<file path="config.mk">
export PLATFORM = sky130hd
export DESIGN_NAME = ppm_rx_decoder
export DESIGN_NICKNAME = d
export VERILOG_FILES = /design/src/hw/ppm_rx_pkg.sv /design/src/hw/ppm_rx_decoder.sv
export SDC_FILE = /design/constraint.sdc
export NUM_CORES = 1
export LEC_CHECK = 0
export BUFFER_PORTS_ARGS = -buffer_cell sky130_fd_sc_hd__buf_2
export CAP_MARGIN = 10
export CORE_UTILIZATION = 46
export DETAILED_ROUTE_END_ITERATION = 12
export GPL_TIMING_DRIVEN = 1
export PLACE_DENSITY_LB_ADDON = 0.12
export SYNTH_ARGS = -nofsm -noshare
export SYNTH_HDL_FRONTEND = slang
export SYNTH_SLANG_ARGS = --single-unit
</file>
<file path="constraint.sdc">
create_clock -name ref_clk_i -period 4.72 [get_ports ref_clk_i]
set_clock_uncertainty 0.15 [all_clocks]
set_input_delay 0.944 -clock ref_clk_i [delete_from_list [all_inputs] [get_ports ref_clk_i]]
set_output_delay 0.944 -clock ref_clk_i [all_outputs]
set_load 0.01 [all_outputs]
</file>
<file path="src/hw/ppm_rx_pkg.sv">
// Shared constants, types and timing for the reader-to-tag pulse position decoder
package ppm_rx_pkg;

  // Clock period of ref_clk_i
  localparam int CLK_PERIOD_NS = 50;

  // Power-on delay after the field appears, 0.1 ms
  localparam int POR_TIME_NS = 100000;
  // Turnaround after a response frame, 311.5 us
  localparam int TURN_TIME_NS = 311500;

  // Least times round up to whole clock cycles
  localparam int POR_CYC  = (POR_TIME_NS + CLK_PERIOD_NS - 1) / CLK_PERIOD_NS;
  localparam int TURN_CYC = (TURN_TIME_NS + CLK_PERIOD_NS - 1) / CLK_PERIOD_NS;

  // Carrier cycles per time slot
  localparam int SLOT_CARRIERS = 256;
  // Slots per symbol window in each coding mode
  localparam int SLOTS_1OF4    = 4;
  localparam int SLOTS_1OF256  = 256;
  // Last carrier count of a symbol window
  localparam logic [15:0] WIN_LAST_1OF4   = 16'((SLOTS_1OF4 * SLOT_CARRIERS) - 1);
  localparam logic [15:0] WIN_LAST_1OF256 = 16'((SLOTS_1OF256 * SLOT_CARRIERS) - 1);

  // Delimiter timing in carrier cycles, measured from the first pause
  localparam logic [15:0] SOF_GAP_1OF256 = 16'h0300;
  localparam logic [15:0] SOF_GAP_1OF4   = 16'h0200;
  localparam logic [15:0] SOF_LEN        = 16'h0400;
  localparam logic [15:0] EOF_GAP        = 16'h0100;
  // Tolerance on a delimiter spacing, carrier cycles
  localparam logic [15:0] GAP_TOL        = 16'h0020;

  // Receive FIFO shape
  localparam int FIFO_DEPTH = 8;

  // Coding mode picked by the start of frame
  typedef enum logic {mode_1of4, mode_1of256} coding_mode_e;

  // One decoded byte as it travels through the FIFO
  typedef struct packed {
    logic         first;  // First byte of its frame
    coding_mode_e mode;   // Mode it was received in
    logic [7:0]   data;   // Byte value
  } rx_byte_s;

endpackage : ppm_rx_pkg

</file>
<file path="src/hw/ppm_rx_decoder.sv">
// Reader-to-tag pulse position decoder with its receive FIFO
// Functional notes
// Both pause depths decode the same way
// Reader picks the depth; tag accepts either
// Start of frame selects the coding mode
// 256-slot mode: slot of pause gives byte
// Reader puts pause in slot's second half
// First slot is 00h, last slot is FFh
// 256-slot byte lasts all 256 slots
// 4-slot mode: slot of pause gives bit pair
// Four pairs per byte, first pair lowest
// 4-slot byte spans sixteen slots
// Delimiters are code violations; reserved ones rejected
// Ready again after turnaround from response end
// Wait power-on delay after field appears
// Reader speaks first; tag never sends unprompted
// Same end-of-frame pattern in both modes
// Slot k maps to bit pair value k
// Slot timing counts 256 carrier cycles
`timescale 1ns/1ps

module ppm_rx_fifo #(
  parameter int WIDTH = 10,
  parameter int DEPTH = 8
) (
  // Clock and reset
  input  wire logic             clk_i,
  input  wire logic             reset_i,
  // Filling side
  input  wire logic             in_valid_i,
  output logic                  in_ready_o,
  input  wire logic [WIDTH-1:0] in_data_i,
  // Draining side
  output logic                  out_valid_o,
  input  wire logic             out_ready_i,
  output logic      [WIDTH-1:0] out_data_o
);

  localparam int PW = (DEPTH > 1) ? $clog2(DEPTH) : 1;

  logic [WIDTH-1:0] mem [DEPTH];     // Storage words
  logic [PW-1:0]    wr_ptr_reg;      // Next free slot
  logic [PW-1:0]    rd_ptr_reg;      // Head slot
  logic [PW:0]      count_reg;       // Words held
  logic             push;            // Word accepted
  logic             pop;             // Word taken
  logic [PW-1:0]    rd_ptr_next;     // Head after this cycle
  logic [PW:0]      count_next;      // Fill after this cycle

  // Handshakes and next pointers
  always_comb begin
    push        = in_valid_i & in_ready_o;
    pop         = out_valid_o & out_ready_i;
    rd_ptr_next = pop ? PW'(rd_ptr_reg + 1'b1) : rd_ptr_reg;
    count_next  = count_reg + (PW+1)'(push) - (PW+1)'(pop);
  end

  // Storage write
  always_ff @(posedge clk_i) begin
    if (push) begin
      mem[wr_ptr_reg] <= in_data_i;
    end
  end

  // Pointers, fill level and registered flags
  always_ff @(posedge clk_i or posedge reset_i) begin
    if (reset_i) begin
      wr_ptr_reg  <= '0;
      rd_ptr_reg  <= '0;
      count_reg   <= '0;
      in_ready_o  <= 1'b1;
      out_valid_o <= 1'b0;
    end else begin
      if (push) begin
        wr_ptr_reg <= PW'(wr_ptr_reg + 1'b1);
      end
      rd_ptr_reg  <= rd_ptr_next;
      count_reg   <= count_next;
      in_ready_o  <= (count_next != (PW+1)'(DEPTH));
      out_valid_o <= (count_next != '0);
    end
  end

  // Head word is held in a register so the output never glitches
  always_ff @(posedge clk_i or posedge reset_i) begin
    if (reset_i) begin
      out_data_o <= '0;
    end else if (push && (wr_ptr_reg == rd_ptr_next)) begin
      out_data_o <= in_data_i;  // Written into an otherwise empty queue
    end else begin
      out_data_o <= mem[rd_ptr_next];
    end
  end

endmodule : ppm_rx_fifo

module ppm_rx_decoder #(
  parameter int TURN_CYC   = ppm_rx_pkg::TURN_CYC,
  parameter int FIFO_DEPTH = ppm_rx_pkg::FIFO_DEPTH
) (
  // Clock and reset
  input  wire logic                 ref_clk_i,
  input  wire logic                 reset_i,
  // Carrier timebase and field
  input  wire logic                 carrier_tick_i,
  input  wire logic                 field_on_i,
  // Demodulated pauses, one per modulation depth
  input  wire logic                 pause_deep_i,
  input  wire logic                 pause_shallow_i,
  // Response path
  input  wire logic                 tx_done_i,
  // Decoded byte stream
  output logic                      rx_valid_o,
  input  wire logic                 rx_ready_i,
  output ppm_rx_pkg::rx_byte_s      rx_data_o,
  // Status
  output logic                      cmd_ready_o,
  output logic                      in_frame_o,
  output ppm_rx_pkg::coding_mode_e  mode_o,
  output logic                      frame_end_o,
  output logic                      frame_err_o,
  output logic                      sof_reserved_o
);

  // Receiver states
  typedef enum logic [2:0] {rx_off, rx_idle, rx_sof, rx_data} rx_state_e;

  rx_state_e                 state_reg;      // Receiver state
  logic                      pause_prev_reg; // Pause level last cycle
  logic                      pause_rise;     // Start of a pause
  logic [15:0]               cnt_reg;        // Carrier cycles into window
  logic                      second_reg;     // Second SOF pause seen
  logic                      got_pause_reg;  // Pause seen in this window
  logic [15:0]               first_pos_reg;  // Where that pause fell
  logic [7:0]                sym_reg;        // Its slot value
  logic [1:0]                pair_idx_reg;   // Next bit pair position
  logic [7:0]                shift_reg;      // Byte under assembly
  logic                      first_reg;      // No byte pushed yet
  logic                      win_end;        // Last carrier of window
  logic [12:0]               wait_cnt_reg;   // Readiness countdown
  logic                      waiting_reg;    // Readiness delay running
  logic                      push_reg;       // Byte offered to FIFO
  ppm_rx_pkg::rx_byte_s      push_data_reg;  // Byte offered
  logic                      fifo_in_ready;  // FIFO can take a byte

  // Spacing check with tolerance, used for every delimiter
  function automatic logic near(input logic [15:0] v, input logic [15:0] target);
    logic [15:0] d;
    d = (v > target) ? 16'(v - target) : 16'(target - v);
    return d <= ppm_rx_pkg::GAP_TOL;
  endfunction : near

  // Slot index of a carrier count within its window
  function automatic logic [7:0] slot_of(input logic [15:0] c,
                                         input ppm_rx_pkg::coding_mode_e m);
    logic [7:0] s;
    s = (m == ppm_rx_pkg::mode_1of256) ? c[15:8] : {6'h00, c[9:8]};
    return s;
  endfunction : slot_of

  // Both depths give the same pause level
  always_comb begin
    pause_rise = (pause_deep_i | pause_shallow_i) & ~pause_prev_reg;  // see R1
  end

  // Window end depends on the mode the frame opened with
  always_comb begin
    if (mode_o == ppm_rx_pkg::mode_1of256) begin
      win_end = carrier_tick_i && (cnt_reg == ppm_rx_pkg::WIN_LAST_1OF256);
    end else begin
      win_end = carrier_tick_i && (cnt_reg == ppm_rx_pkg::WIN_LAST_1OF4);
    end
  end

  // Pause edge history
  always_ff @(posedge ref_clk_i or posedge reset_i) begin
    if (reset_i) begin
      pause_prev_reg <= 1'b0;
    end else begin
      pause_prev_reg <= pause_deep_i | pause_shallow_i;
    end
  end

  // Power-on and turnaround delays share one countdown
  always_ff @(posedge ref_clk_i or posedge reset_i) begin
    if (reset_i) begin
      wait_cnt_reg <= 13'(ppm_rx_pkg::POR_CYC - 1);
      waiting_reg  <= 1'b1;
      cmd_ready_o  <= 1'b0;
    end else if (!field_on_i) begin
      // No field means no power: restart the power-on delay
      wait_cnt_reg <= 13'(ppm_rx_pkg::POR_CYC - 1);
      waiting_reg  <= 1'b1;
      cmd_ready_o  <= 1'b0;
    end else if (tx_done_i) begin
      wait_cnt_reg <= 13'(TURN_CYC - 1);
      waiting_reg  <= 1'b1;
      cmd_ready_o  <= 1'b0;
    end else if (waiting_reg) begin
      if (wait_cnt_reg == '0) begin
        waiting_reg <= 1'b0;
        cmd_ready_o <= 1'b1;  // see R13
      end else begin
        wait_cnt_reg <= wait_cnt_reg - 13'h0001;
      end
    end
  end

  // Frame decoder: delimiters, slot timing and byte assembly
  always_ff @(posedge ref_clk_i or posedge reset_i) begin
    if (reset_i) begin
      state_reg      <= rx_off;
      cnt_reg        <= '0;
      second_reg     <= 1'b0;
      got_pause_reg  <= 1'b0;
      first_pos_reg  <= '0;
      sym_reg        <= '0;
      pair_idx_reg   <= '0;
      shift_reg      <= '0;
      first_reg      <= 1'b1;
      mode_o         <= ppm_rx_pkg::mode_1of4;
      in_frame_o     <= 1'b0;
      frame_end_o    <= 1'b0;
      frame_err_o    <= 1'b0;
      sof_reserved_o <= 1'b0;
      push_reg       <= 1'b0;
      push_data_reg  <= '0;
    end else begin
      // Pulses last one cycle
      frame_end_o    <= 1'b0;
      frame_err_o    <= 1'b0;
      sof_reserved_o <= 1'b0;
      push_reg       <= 1'b0;
      if (carrier_tick_i) begin
        cnt_reg <= cnt_reg + 16'h0001;
      end
      if (!field_on_i) begin
        state_reg  <= rx_off;
        in_frame_o <= 1'b0;
      end else begin
        case (state_reg)
          rx_off: begin
            state_reg <= rx_idle;
          end
          // Reader opens every exchange; frames wait for readiness
          rx_idle: begin
            if (pause_rise && cmd_ready_o) begin
              state_reg  <= rx_sof;
              cnt_reg    <= '0;
              second_reg <= 1'b0;
              in_frame_o <= 1'b1;
            end
          end
          // Spacing of the second pause names the mode
          rx_sof: begin
            if (pause_rise) begin
              if (!second_reg && near(cnt_reg, ppm_rx_pkg::SOF_GAP_1OF256)) begin
                mode_o     <= ppm_rx_pkg::mode_1of256;
                second_reg <= 1'b1;
              end else if (!second_reg && near(cnt_reg, ppm_rx_pkg::SOF_GAP_1OF4)) begin
                mode_o     <= ppm_rx_pkg::mode_1of4;
                second_reg <= 1'b1;
              end else begin
                // Unknown delimiter shape is reserved: drop the frame
                sof_reserved_o <= 1'b1;
                frame_err_o    <= 1'b1;
                in_frame_o     <= 1'b0;
                state_reg      <= rx_idle;
              end
            end else if (carrier_tick_i && (cnt_reg == ppm_rx_pkg::SOF_LEN - 16'h0001)) begin
              if (second_reg) begin
                state_reg     <= rx_data;
                cnt_reg       <= '0;
                got_pause_reg <= 1'b0;
                pair_idx_reg  <= '0;
                shift_reg     <= '0;
                first_reg     <= 1'b1;
              end else begin
                sof_reserved_o <= 1'b1;
                frame_err_o    <= 1'b1;
                in_frame_o     <= 1'b0;
                state_reg      <= rx_idle;
              end
            end
          end
          // One pause per window; a second one is the end delimiter
          rx_data: begin
            if (pause_rise && !got_pause_reg) begin
              got_pause_reg <= 1'b1;
              first_pos_reg <= cnt_reg;
              sym_reg       <= slot_of(cnt_reg, mode_o);  // see R4 see R6 see R8
            end else if (pause_rise) begin
              // Same check in either mode
              if (near(16'(cnt_reg - first_pos_reg), ppm_rx_pkg::EOF_GAP)
                  && (pair_idx_reg == 2'b00)) begin
                frame_end_o <= 1'b1;  // see R11
              end else begin
                frame_err_o <= 1'b1;  // Bad violation or half-built byte
              end
              in_frame_o <= 1'b0;
              state_reg  <= rx_idle;
            end else if (win_end) begin
              cnt_reg       <= '0;
              got_pause_reg <= 1'b0;
              if (!got_pause_reg) begin
                // Silent window: reader stopped without a delimiter
                frame_err_o <= 1'b1;
                in_frame_o  <= 1'b0;
                state_reg   <= rx_idle;
              end else if (mode_o == ppm_rx_pkg::mode_1of256) begin
                if (fifo_in_ready) begin
                  push_reg            <= 1'b1;
                  push_data_reg.data  <= sym_reg;
                  push_data_reg.mode  <= mode_o;
                  push_data_reg.first <= first_reg;
                  first_reg           <= 1'b0;
                end else begin
                  // Reader cannot be stalled, so a full queue loses the frame
                  frame_err_o <= 1'b1;
                  in_frame_o  <= 1'b0;
                  state_reg   <= rx_idle;
                end
              end else begin
                shift_reg[2*pair_idx_reg +: 2] <= sym_reg[1:0];
                pair_idx_reg                   <= pair_idx_reg + 2'b01;
                if (pair_idx_reg == 2'b11) begin
                  if (fifo_in_ready) begin
                    push_reg            <= 1'b1;  // see R9
                    push_data_reg.data  <= {sym_reg[1:0], shift_reg[5:0]};
                    push_data_reg.mode  <= mode_o;
                    push_data_reg.first <= first_reg;
                    first_reg           <= 1'b0;
                  end else begin
                    frame_err_o <= 1'b1;
                    in_frame_o  <= 1'b0;
                    state_reg   <= rx_idle;
                  end
                end
              end
            end
          end
          default: begin
            state_reg  <= rx_off;
            in_frame_o <= 1'b0;
          end
        endcase
      end
    end
  end

  // Receive queue between decoder and command logic
  ppm_rx_fifo #(
    .WIDTH ($bits(ppm_rx_pkg::rx_byte_s)),
    .DEPTH (FIFO_DEPTH)
  ) u_fifo (
    .clk_i       (ref_clk_i),
    .reset_i     (reset_i),
    .in_valid_i  (push_reg),
    .in_ready_o  (fifo_in_ready),
    .in_data_i   (push_data_reg),
    .out_valid_o (rx_valid_o),
    .out_ready_i (rx_ready_i),
    .out_data_o  (rx_data_o)
  );

endmodule : ppm_rx_decoder

</file>
# ---- Word level (Yosys, flattened, before mapping)
# Memories as Yosys holds them, arrays and structs flattened. A register that Yosys moved wholly into a read port is not among the register bits.
# Index checks and enable logic that the tools add are counted.
dict set report word_totals {
  in_bits 8
  wordCells 258
  n_memories 1
  out_inout_bits 17
  regBits 100
  ram_bits 80
}
# name words word_bits read_ports rd_clocked_by_memory_dff wr line
set mem_list {}
lappend mem_list {u_fifo.mem 8 10 1 1 1 ppm_rx_decoder.sv:41} ;# logic [WIDTH-1:0] mem [DEPTH];
dict set report op_classes {
  eq_ne 33
  bitwise 7
  mux 139
  magnitude_cmp 6
  n_addsub 15
  shift 2
  n_reduce_logical 28
}
# cell count
set op_table {}
lappend op_table {{16-bit two-way mux} 12}
lappend op_table {{1-bit two-way mux} 77}
lappend op_table {{8-bit two-way mux} 9}
lappend op_table {{13-bit two-way mux} 4}
lappend op_table {{16-bit by 6-bit less-or-equal comparator with 1-bit output (second input constant)} 3}
lappend op_table {{16-bit case mux with 3 select lines} 1}
lappend op_table {{3-bit two-way mux} 14}
lappend op_table {{10-bit two-way mux} 4}
lappend op_table {{3-bit negation with 34-bit output} 1}
lappend op_table {{2-bit by 34-bit variable shift with 8-bit output (first input constant)} 1}
lappend op_table {{2-bit by 34-bit variable part select with 8-bit output} 1}
lappend op_table {{16-bit by 10-bit greater-than comparator with 1-bit output (second input constant)} 2}
lappend op_table {{10-bit by 16-bit subtractor with 16-bit output (first input constant)} 2}
lappend op_table {{16-bit by 10-bit subtractor with 16-bit output (second input constant)} 2}
lappend op_table {{4-bit inequality test (second input constant)} 6}
lappend op_table {{2-bit inequality test (second input constant)} 11}
lappend op_table {{3-bit inequality test (second input constant)} 7}
lappend op_table {{10-bit AND reduction} 2}
lappend op_table {{2-bit two-way mux} 9}
lappend op_table {{16-bit by 1-bit adder with 16-bit output (second input constant)} 1}
lappend op_table {{16-bit by 10-bit == test with 1-bit output (second input constant)} 1}
lappend op_table {{16-bit == test (second input constant)} 1}
lappend op_table {{16-bit by 9-bit greater-than comparator with 1-bit output (second input constant)} 1}
lappend op_table {{8-bit case mux with 2 select lines} 1}
lappend op_table {{other kinds (35)} 57}

# ---- Depth between registers and ports, before layout
dict set report depth {
  ltp_word 10
  mapped_depth 16
  ltp_nobuf 16
}

# ---- Cells and area by module
# A second synthesis with hierarchy kept.
dict set report unflattened {
  cells_unflattened 982
  area_unflattened_um2 10033.4
}
# mod n_inst cells_per_inst area_each_um2 seq_area_each_um2
set by_module_without_submodules {}
lappend by_module_without_submodules {ppm_rx_decoder 1 670 5735.5 2090.8}
lappend by_module_without_submodules {ppm_rx_fifo 1 312 4297.9 2954.1}

# ---- Worst setup path after synthesis
# OpenSTA, ideal clock, no wires.
dict set report synth_path {
  kind {reg2reg}
  from {register cnt_reg[0]}
  to {register frame_end_o}
  t_required_ps 4502
  arrival_time_ps 3704
  stages_incl_launch_ff 15
  path_buffers 0
  setup_time_ps 68
  period_less_slack_ps 3922
  setup_slack_ps 798
  path_cell_list {dfrtp_1 -> inv_1 -> ha_1 -> inv_1 -> fa_1 -> a211oi_2 -> o31ai_4 -> o211a_1 -> or4_4 -> o21ai_2 -> and4bb_4 -> and2_4 -> or4_4 -> a311oi_2 -> and4_1}
}
dict set report synth_via {
  elab_chain_cells 10
  elab_cells_between_ends 12
  classes_between {add/sub (3); order compare (2); mux (6); reduce/logical (1)}
}
# element line
set synth_lines {}
lappend synth_lines {{start: declaration} ppm_rx_decoder.sv:131} ;# logic [15:0] cnt_reg;
lappend synth_lines {{start signal: assignment} ppm_rx_decoder.sv:235} ;# cnt_reg <= cnt_reg + 16'h0001;
lappend synth_lines {{16-bit subtractor *} ppm_rx_decoder.sv:294} ;# if (near(16'(cnt_reg - first_pos_reg), ppm_rx_pkg::EOF_GAP)
lappend synth_lines {{9-bit by 16-bit subtractor with 16-bit output (tied with other cells)} ppm_rx_decoder.sv:149} ;# d = (v > target) ? 16'(v - target) : 16'(target - v);
lappend synth_lines {{16-bit two-way mux *} ppm_rx_decoder.sv:149}
lappend synth_lines {{16-bit by 6-bit less-or-equal comparator with 1-bit output *} ppm_rx_decoder.sv:150} ;# return d <= ppm_rx_pkg::GAP_TOL;
lappend synth_lines {{1-bit logical AND *} ppm_rx_decoder.sv:295} ;# && (pair_idx_reg == 2'b00)) begin
lappend synth_lines {{1-bit two-way mux *} ppm_rx_decoder.sv:294}
lappend synth_lines {{1-bit two-way mux *} ppm_rx_decoder.sv:292} ;# end else if (pause_rise) begin
lappend synth_lines {{1-bit two-way mux *} ppm_rx_decoder.sv:288} ;# if (pause_rise && !got_pause_reg) begin
lappend synth_lines {{1-bit two-way mux *} ppm_rx_decoder.sv:241} ;# case (state_reg)
lappend synth_lines {{1-bit two-way mux *} ppm_rx_decoder.sv:237} ;# if (!field_on_i) begin
lappend synth_lines {{end signal: assignment} ppm_rx_decoder.sv:223} ;# frame_end_o <= 1'b0;
lappend synth_lines {{end signal: assignment} ppm_rx_decoder.sv:230} ;# frame_end_o <= 1'b0;
lappend synth_lines {{end signal: assignment} ppm_rx_decoder.sv:296} ;# frame_end_o <= 1'b1;
lappend synth_lines {{end: declaration} ppm_rx_decoder.sv:120} ;# output logic frame_end_o,
# Mark *: on every way between the ends. The rest lies on a longest branch, timed or not.
# A chain may end at the register's enable or synchronous reset.

# ---- Worst setup path after layout
# Same ends and word-level chain as after synthesis.

==> flow_summary.json <==
{
  "cp-startpoint": "cnt_reg[0]",
  "cts_buffer_depth": 2,
  "die_y_um": 146.2,
  "status": "finished, final reports clean",
  "clk_pin_slew_ps": 80,
  "critical-path-max-stage-delay_ps": 570,
  "syn_to_final_growth_pct": 11.24,
  "reg2reg_to": "frame_end_o",
  "yosysTopAreaCellShare_pct": 25.12,
  "dr_total_vias": 6521,
  "r2r-start": "cnt_reg[0]",
  "setup_viol": 0,
  "synth_seq_area_share_pct": 52.75,
  "antenna_cells": 0,
  "synth_edf_count": 80,
  "place_congestion": 0.8856,
  "fmax_mhz": 238.0,
  "cts_buffers": 17,
  "vias_per_cell": 5.512,
  "netlist_instances": 883,
  "syn_avg_cell_area_um2": 10.83,
  "route.detailed.drc": 0,
  "drt_pass1_iterations": 4,
  "htree_num_levels": 4,
  "timing.reg2reg.setup_slack_ps": 520,
  "grt_start_max_net_pins": 44,
  "syn_area_um2": 9563,
  "max_cap_viol_count": 0,
  "fin_crit_sh_pct": 89.04,
  "grt_overflow_total": 0,
  "largest_reg_flops": 80,
  "ys_ff_latch": 185,
  "start_util_pct": 47.11,
  "tns_ps": 0,
  "wl_mm": 20.31,
  "final-hold-violation-count": 0,
  "rsz0062_at_grt": "false",
  "synthTopCellsByArea": "edfxtp_1 (25%), dfrtp_1 (24%), mux2i_1 (5.7%)",
  "worstPathMaxFanout": 7,
  "synth.distinct_cells": 76,
  "syn_nets": 929,
  "synthArstFlopShare_pct": 56.76,
  "startpoint_type": "flip-flop",
  "maxSlewViolCount": 0,
  "portBuffers": 24,
  "clock-sinks": 185,
  "synth_ff_type": "dfrtp_1",
  "cts_tree": "yes",
  "hold_path.class": "reg2reg",
  "hold_slack_ps": 321.5,
  "vdd_drop_max_uv": 222.2,
  "synth_largest_area_cell": "edfxtp_1",
  "crit_arrival_ps": 4420,
  "dpl.hpwl_mm": 14.32,
  "reg2reg_depth": 14,
  "antenna_found_initial": 0,
  "tightest_slew_ps": 1161,
  "dieArea_um2": 21370,
  "grt_pass1_vias": 6486,
  "drt-wirelength-per-cell_um": 17.17,
  "drtIter0Drc": 460,
  "period_minus_slack_ps": 4203,
  "core_um2": 20300,
  "grtUsageTotal_pct": 20.35,
  "die_w_um": 146.2,
  "synth_warnings": 0,
  "cp.required_ps": 4940,
  "cts_hold_buffers": 0,
  "clock_latency_ps": 440,
  "cts_resized": 0,
  "worstSetupEndpointType": "flip-flop",
  "powerDensity_nw_per_um2": 398.3,
  "layout-drive-gt1-share_pct": 12.92,
  "nNetsFinal": 946,
  "cts-root-buf": "clkbuf_16",
  "p_leak_nw": 4.282,
  "endpoint": "frame_end_o",
  "cp_slowest_cell": "or4_4",
  "max_slew_margin_pct": 22.29,
  "ant_nets": 0,
  "cts_setup_buffers": 0,
  "num_rows": 52,
  "crit_chain": "inv_1 -> ha_1 -> inv_1 -> fa_1 -> a211oi_2 -> o31ai_4 -> o211a_1 -> or4_4 -> o21ai_2 -> and4bb_4 -> and2_4 -> or4_4 -> a311oi_2 -> and4_1",
  "io_pins": 25,
  "grt_pass1_wl_mm": 34.04,
  "path_class": "reg2reg"
}
[stage by stage]
stage / power (W) / std cells / util (%) / area, µm² / setup slack (ps)
after floorplan: 0.002585 / 883 / - / 9563 / 798.5
after global placement: 0.002803 / 1150 / 49.32 / 10010 / 617.7
after detailed placement: 0.002834 / 1151 / 49.38 / 10020 / 533.9
after CTS: 0.004286 / 1183 / 52.40 / 10640 / 497.3
after global routing: 0.004448 / 1183 / 52.40 / 10640 / 285.3
final: 0.004237 / 1183 / 52.40 / 10640 / 517.5
[worst max-delay path: cells and delay by family, from the launching register on]
kind	cells	cell delay (ps)
AO/OA/AOI/OAI	5	1100
AND/OR/NAND/NOR	5	1640
flip-flops	1	450
adder cells (fa/ha/maj)	2	580
buffers and inverters	2	190
[metal layers]
layer / vias to the layer above / track usage, % / wire length (µm)
met4: 0 / 5.208 / 225
met3: 15 / 3.875 / 619
met1: 3199 / 26.77 / 9398
met5: - / 0 / 0
li1: 3197 / - / -
met2: 110 / 34.57 / 10060
[power breakdown]
group	internal [W]	total (W)	switching (W)
clock network	0.000731	0.00145	0.000717
logic	0.000406	0.000935	0.000529
registers	0.00174	0.00185	0.000110
[cell families (layout without fill, tap and decap cells)]
| kind of cell | after synthesis | in the layout | synth area share [%] |
|---|---|---|---|
| flops | 185 | 185 | 52.75 |
| compound gates | 169 | 169 | 11.34 |
| simple gates | 293 | 293 | 14.82 |
| fa+ha+maj | 38 | 38 | 5.129 |
| buf+inv | 86 | 116 | 3.467 |
| mux | 67 | 67 | 8.361 |
| xor+xnor | 45 | 45 | 4.121 |
[placed cells by master (no fill, tap or decap), types with 12 or more instances in the layout]
cell       netlist  final
dfstp_2         12     12
inv_1           46     45
o21ai_0         56     56
ha_1            36     36
nand3_1         24     24
buf_4            2     12
nor3_1          28     25
mux2i_1         54     53
buf_2            1     24
clkbuf_16        0     17
a21oi_1         40     40
edfxtp_1        80     80
nand2_1         96     96
xnor2_1         27     27
nor2_1          66     66
a21o_1          16     16
dfrtp_1         93     93
xor2_1          18     17
[how the worst min path moves through the flow]
| stage | from | end | slack, ps | depth (start not counted) |
|---|---|---|---|---|
| after CTS | sym_reg[7] | sym_reg[7] | 330 | 2 |
| after detailed placement | sym_reg[7] | sym_reg[7] | 310 | 2 |
| after floorplan | sym_reg[2] | sym_reg[2] | 290 | 2 |
| after global placement | sym_reg[7] | sym_reg[7] | 300 | 2 |
| after global routing | sym_reg[3] | sym_reg[3] | 350 | 2 |
| final | sym_reg[6] | sym_reg[6] | 320 | 2 |
[Yosys cell counts, types with 3 or more instances]
master / count
nand2_1: 96
dfrtp_1: 93
edfxtp_1: 80
nor2_1: 66
o21ai_0: 56
mux2i_1: 54
inv_1: 46
a21oi_1: 40
ha_1: 36
clkbuf_1: 35
nor3_1: 28
xnor2_1: 27
nand3_1: 24
xor2_1: 18
a21o_1: 16
dfstp_2: 12
and2_1: 10
mux4_2: 10
nand4_1: 10
nand2b_1: 8
a31oi_1: 7
and3_1: 6
or2_2: 6
or3_1: 6
nor2b_1: 5
nor4_1: 5
nor3b_1: 4
o211ai_1: 4
a211oi_1: 3
a21boi_0: 3
mux2_2: 3
nor4b_1: 3
o21a_1: 3
o31ai_1: 3
or4_1: 3
[cell type report]
cell class / instances / area, µm²
fillers: 1866 / 9662
multi-input cells: 612 / 4224
flip-flops and latches: 185 / 5045
well taps: 270 / 337.8
clock buffers: 17 / 425.4
inverters: 46 / 175.2
clock inverters: 15 / 188.9
repair buffers: 38 / 241.5
Note: power is estimated with default switching activity, not from simulation.
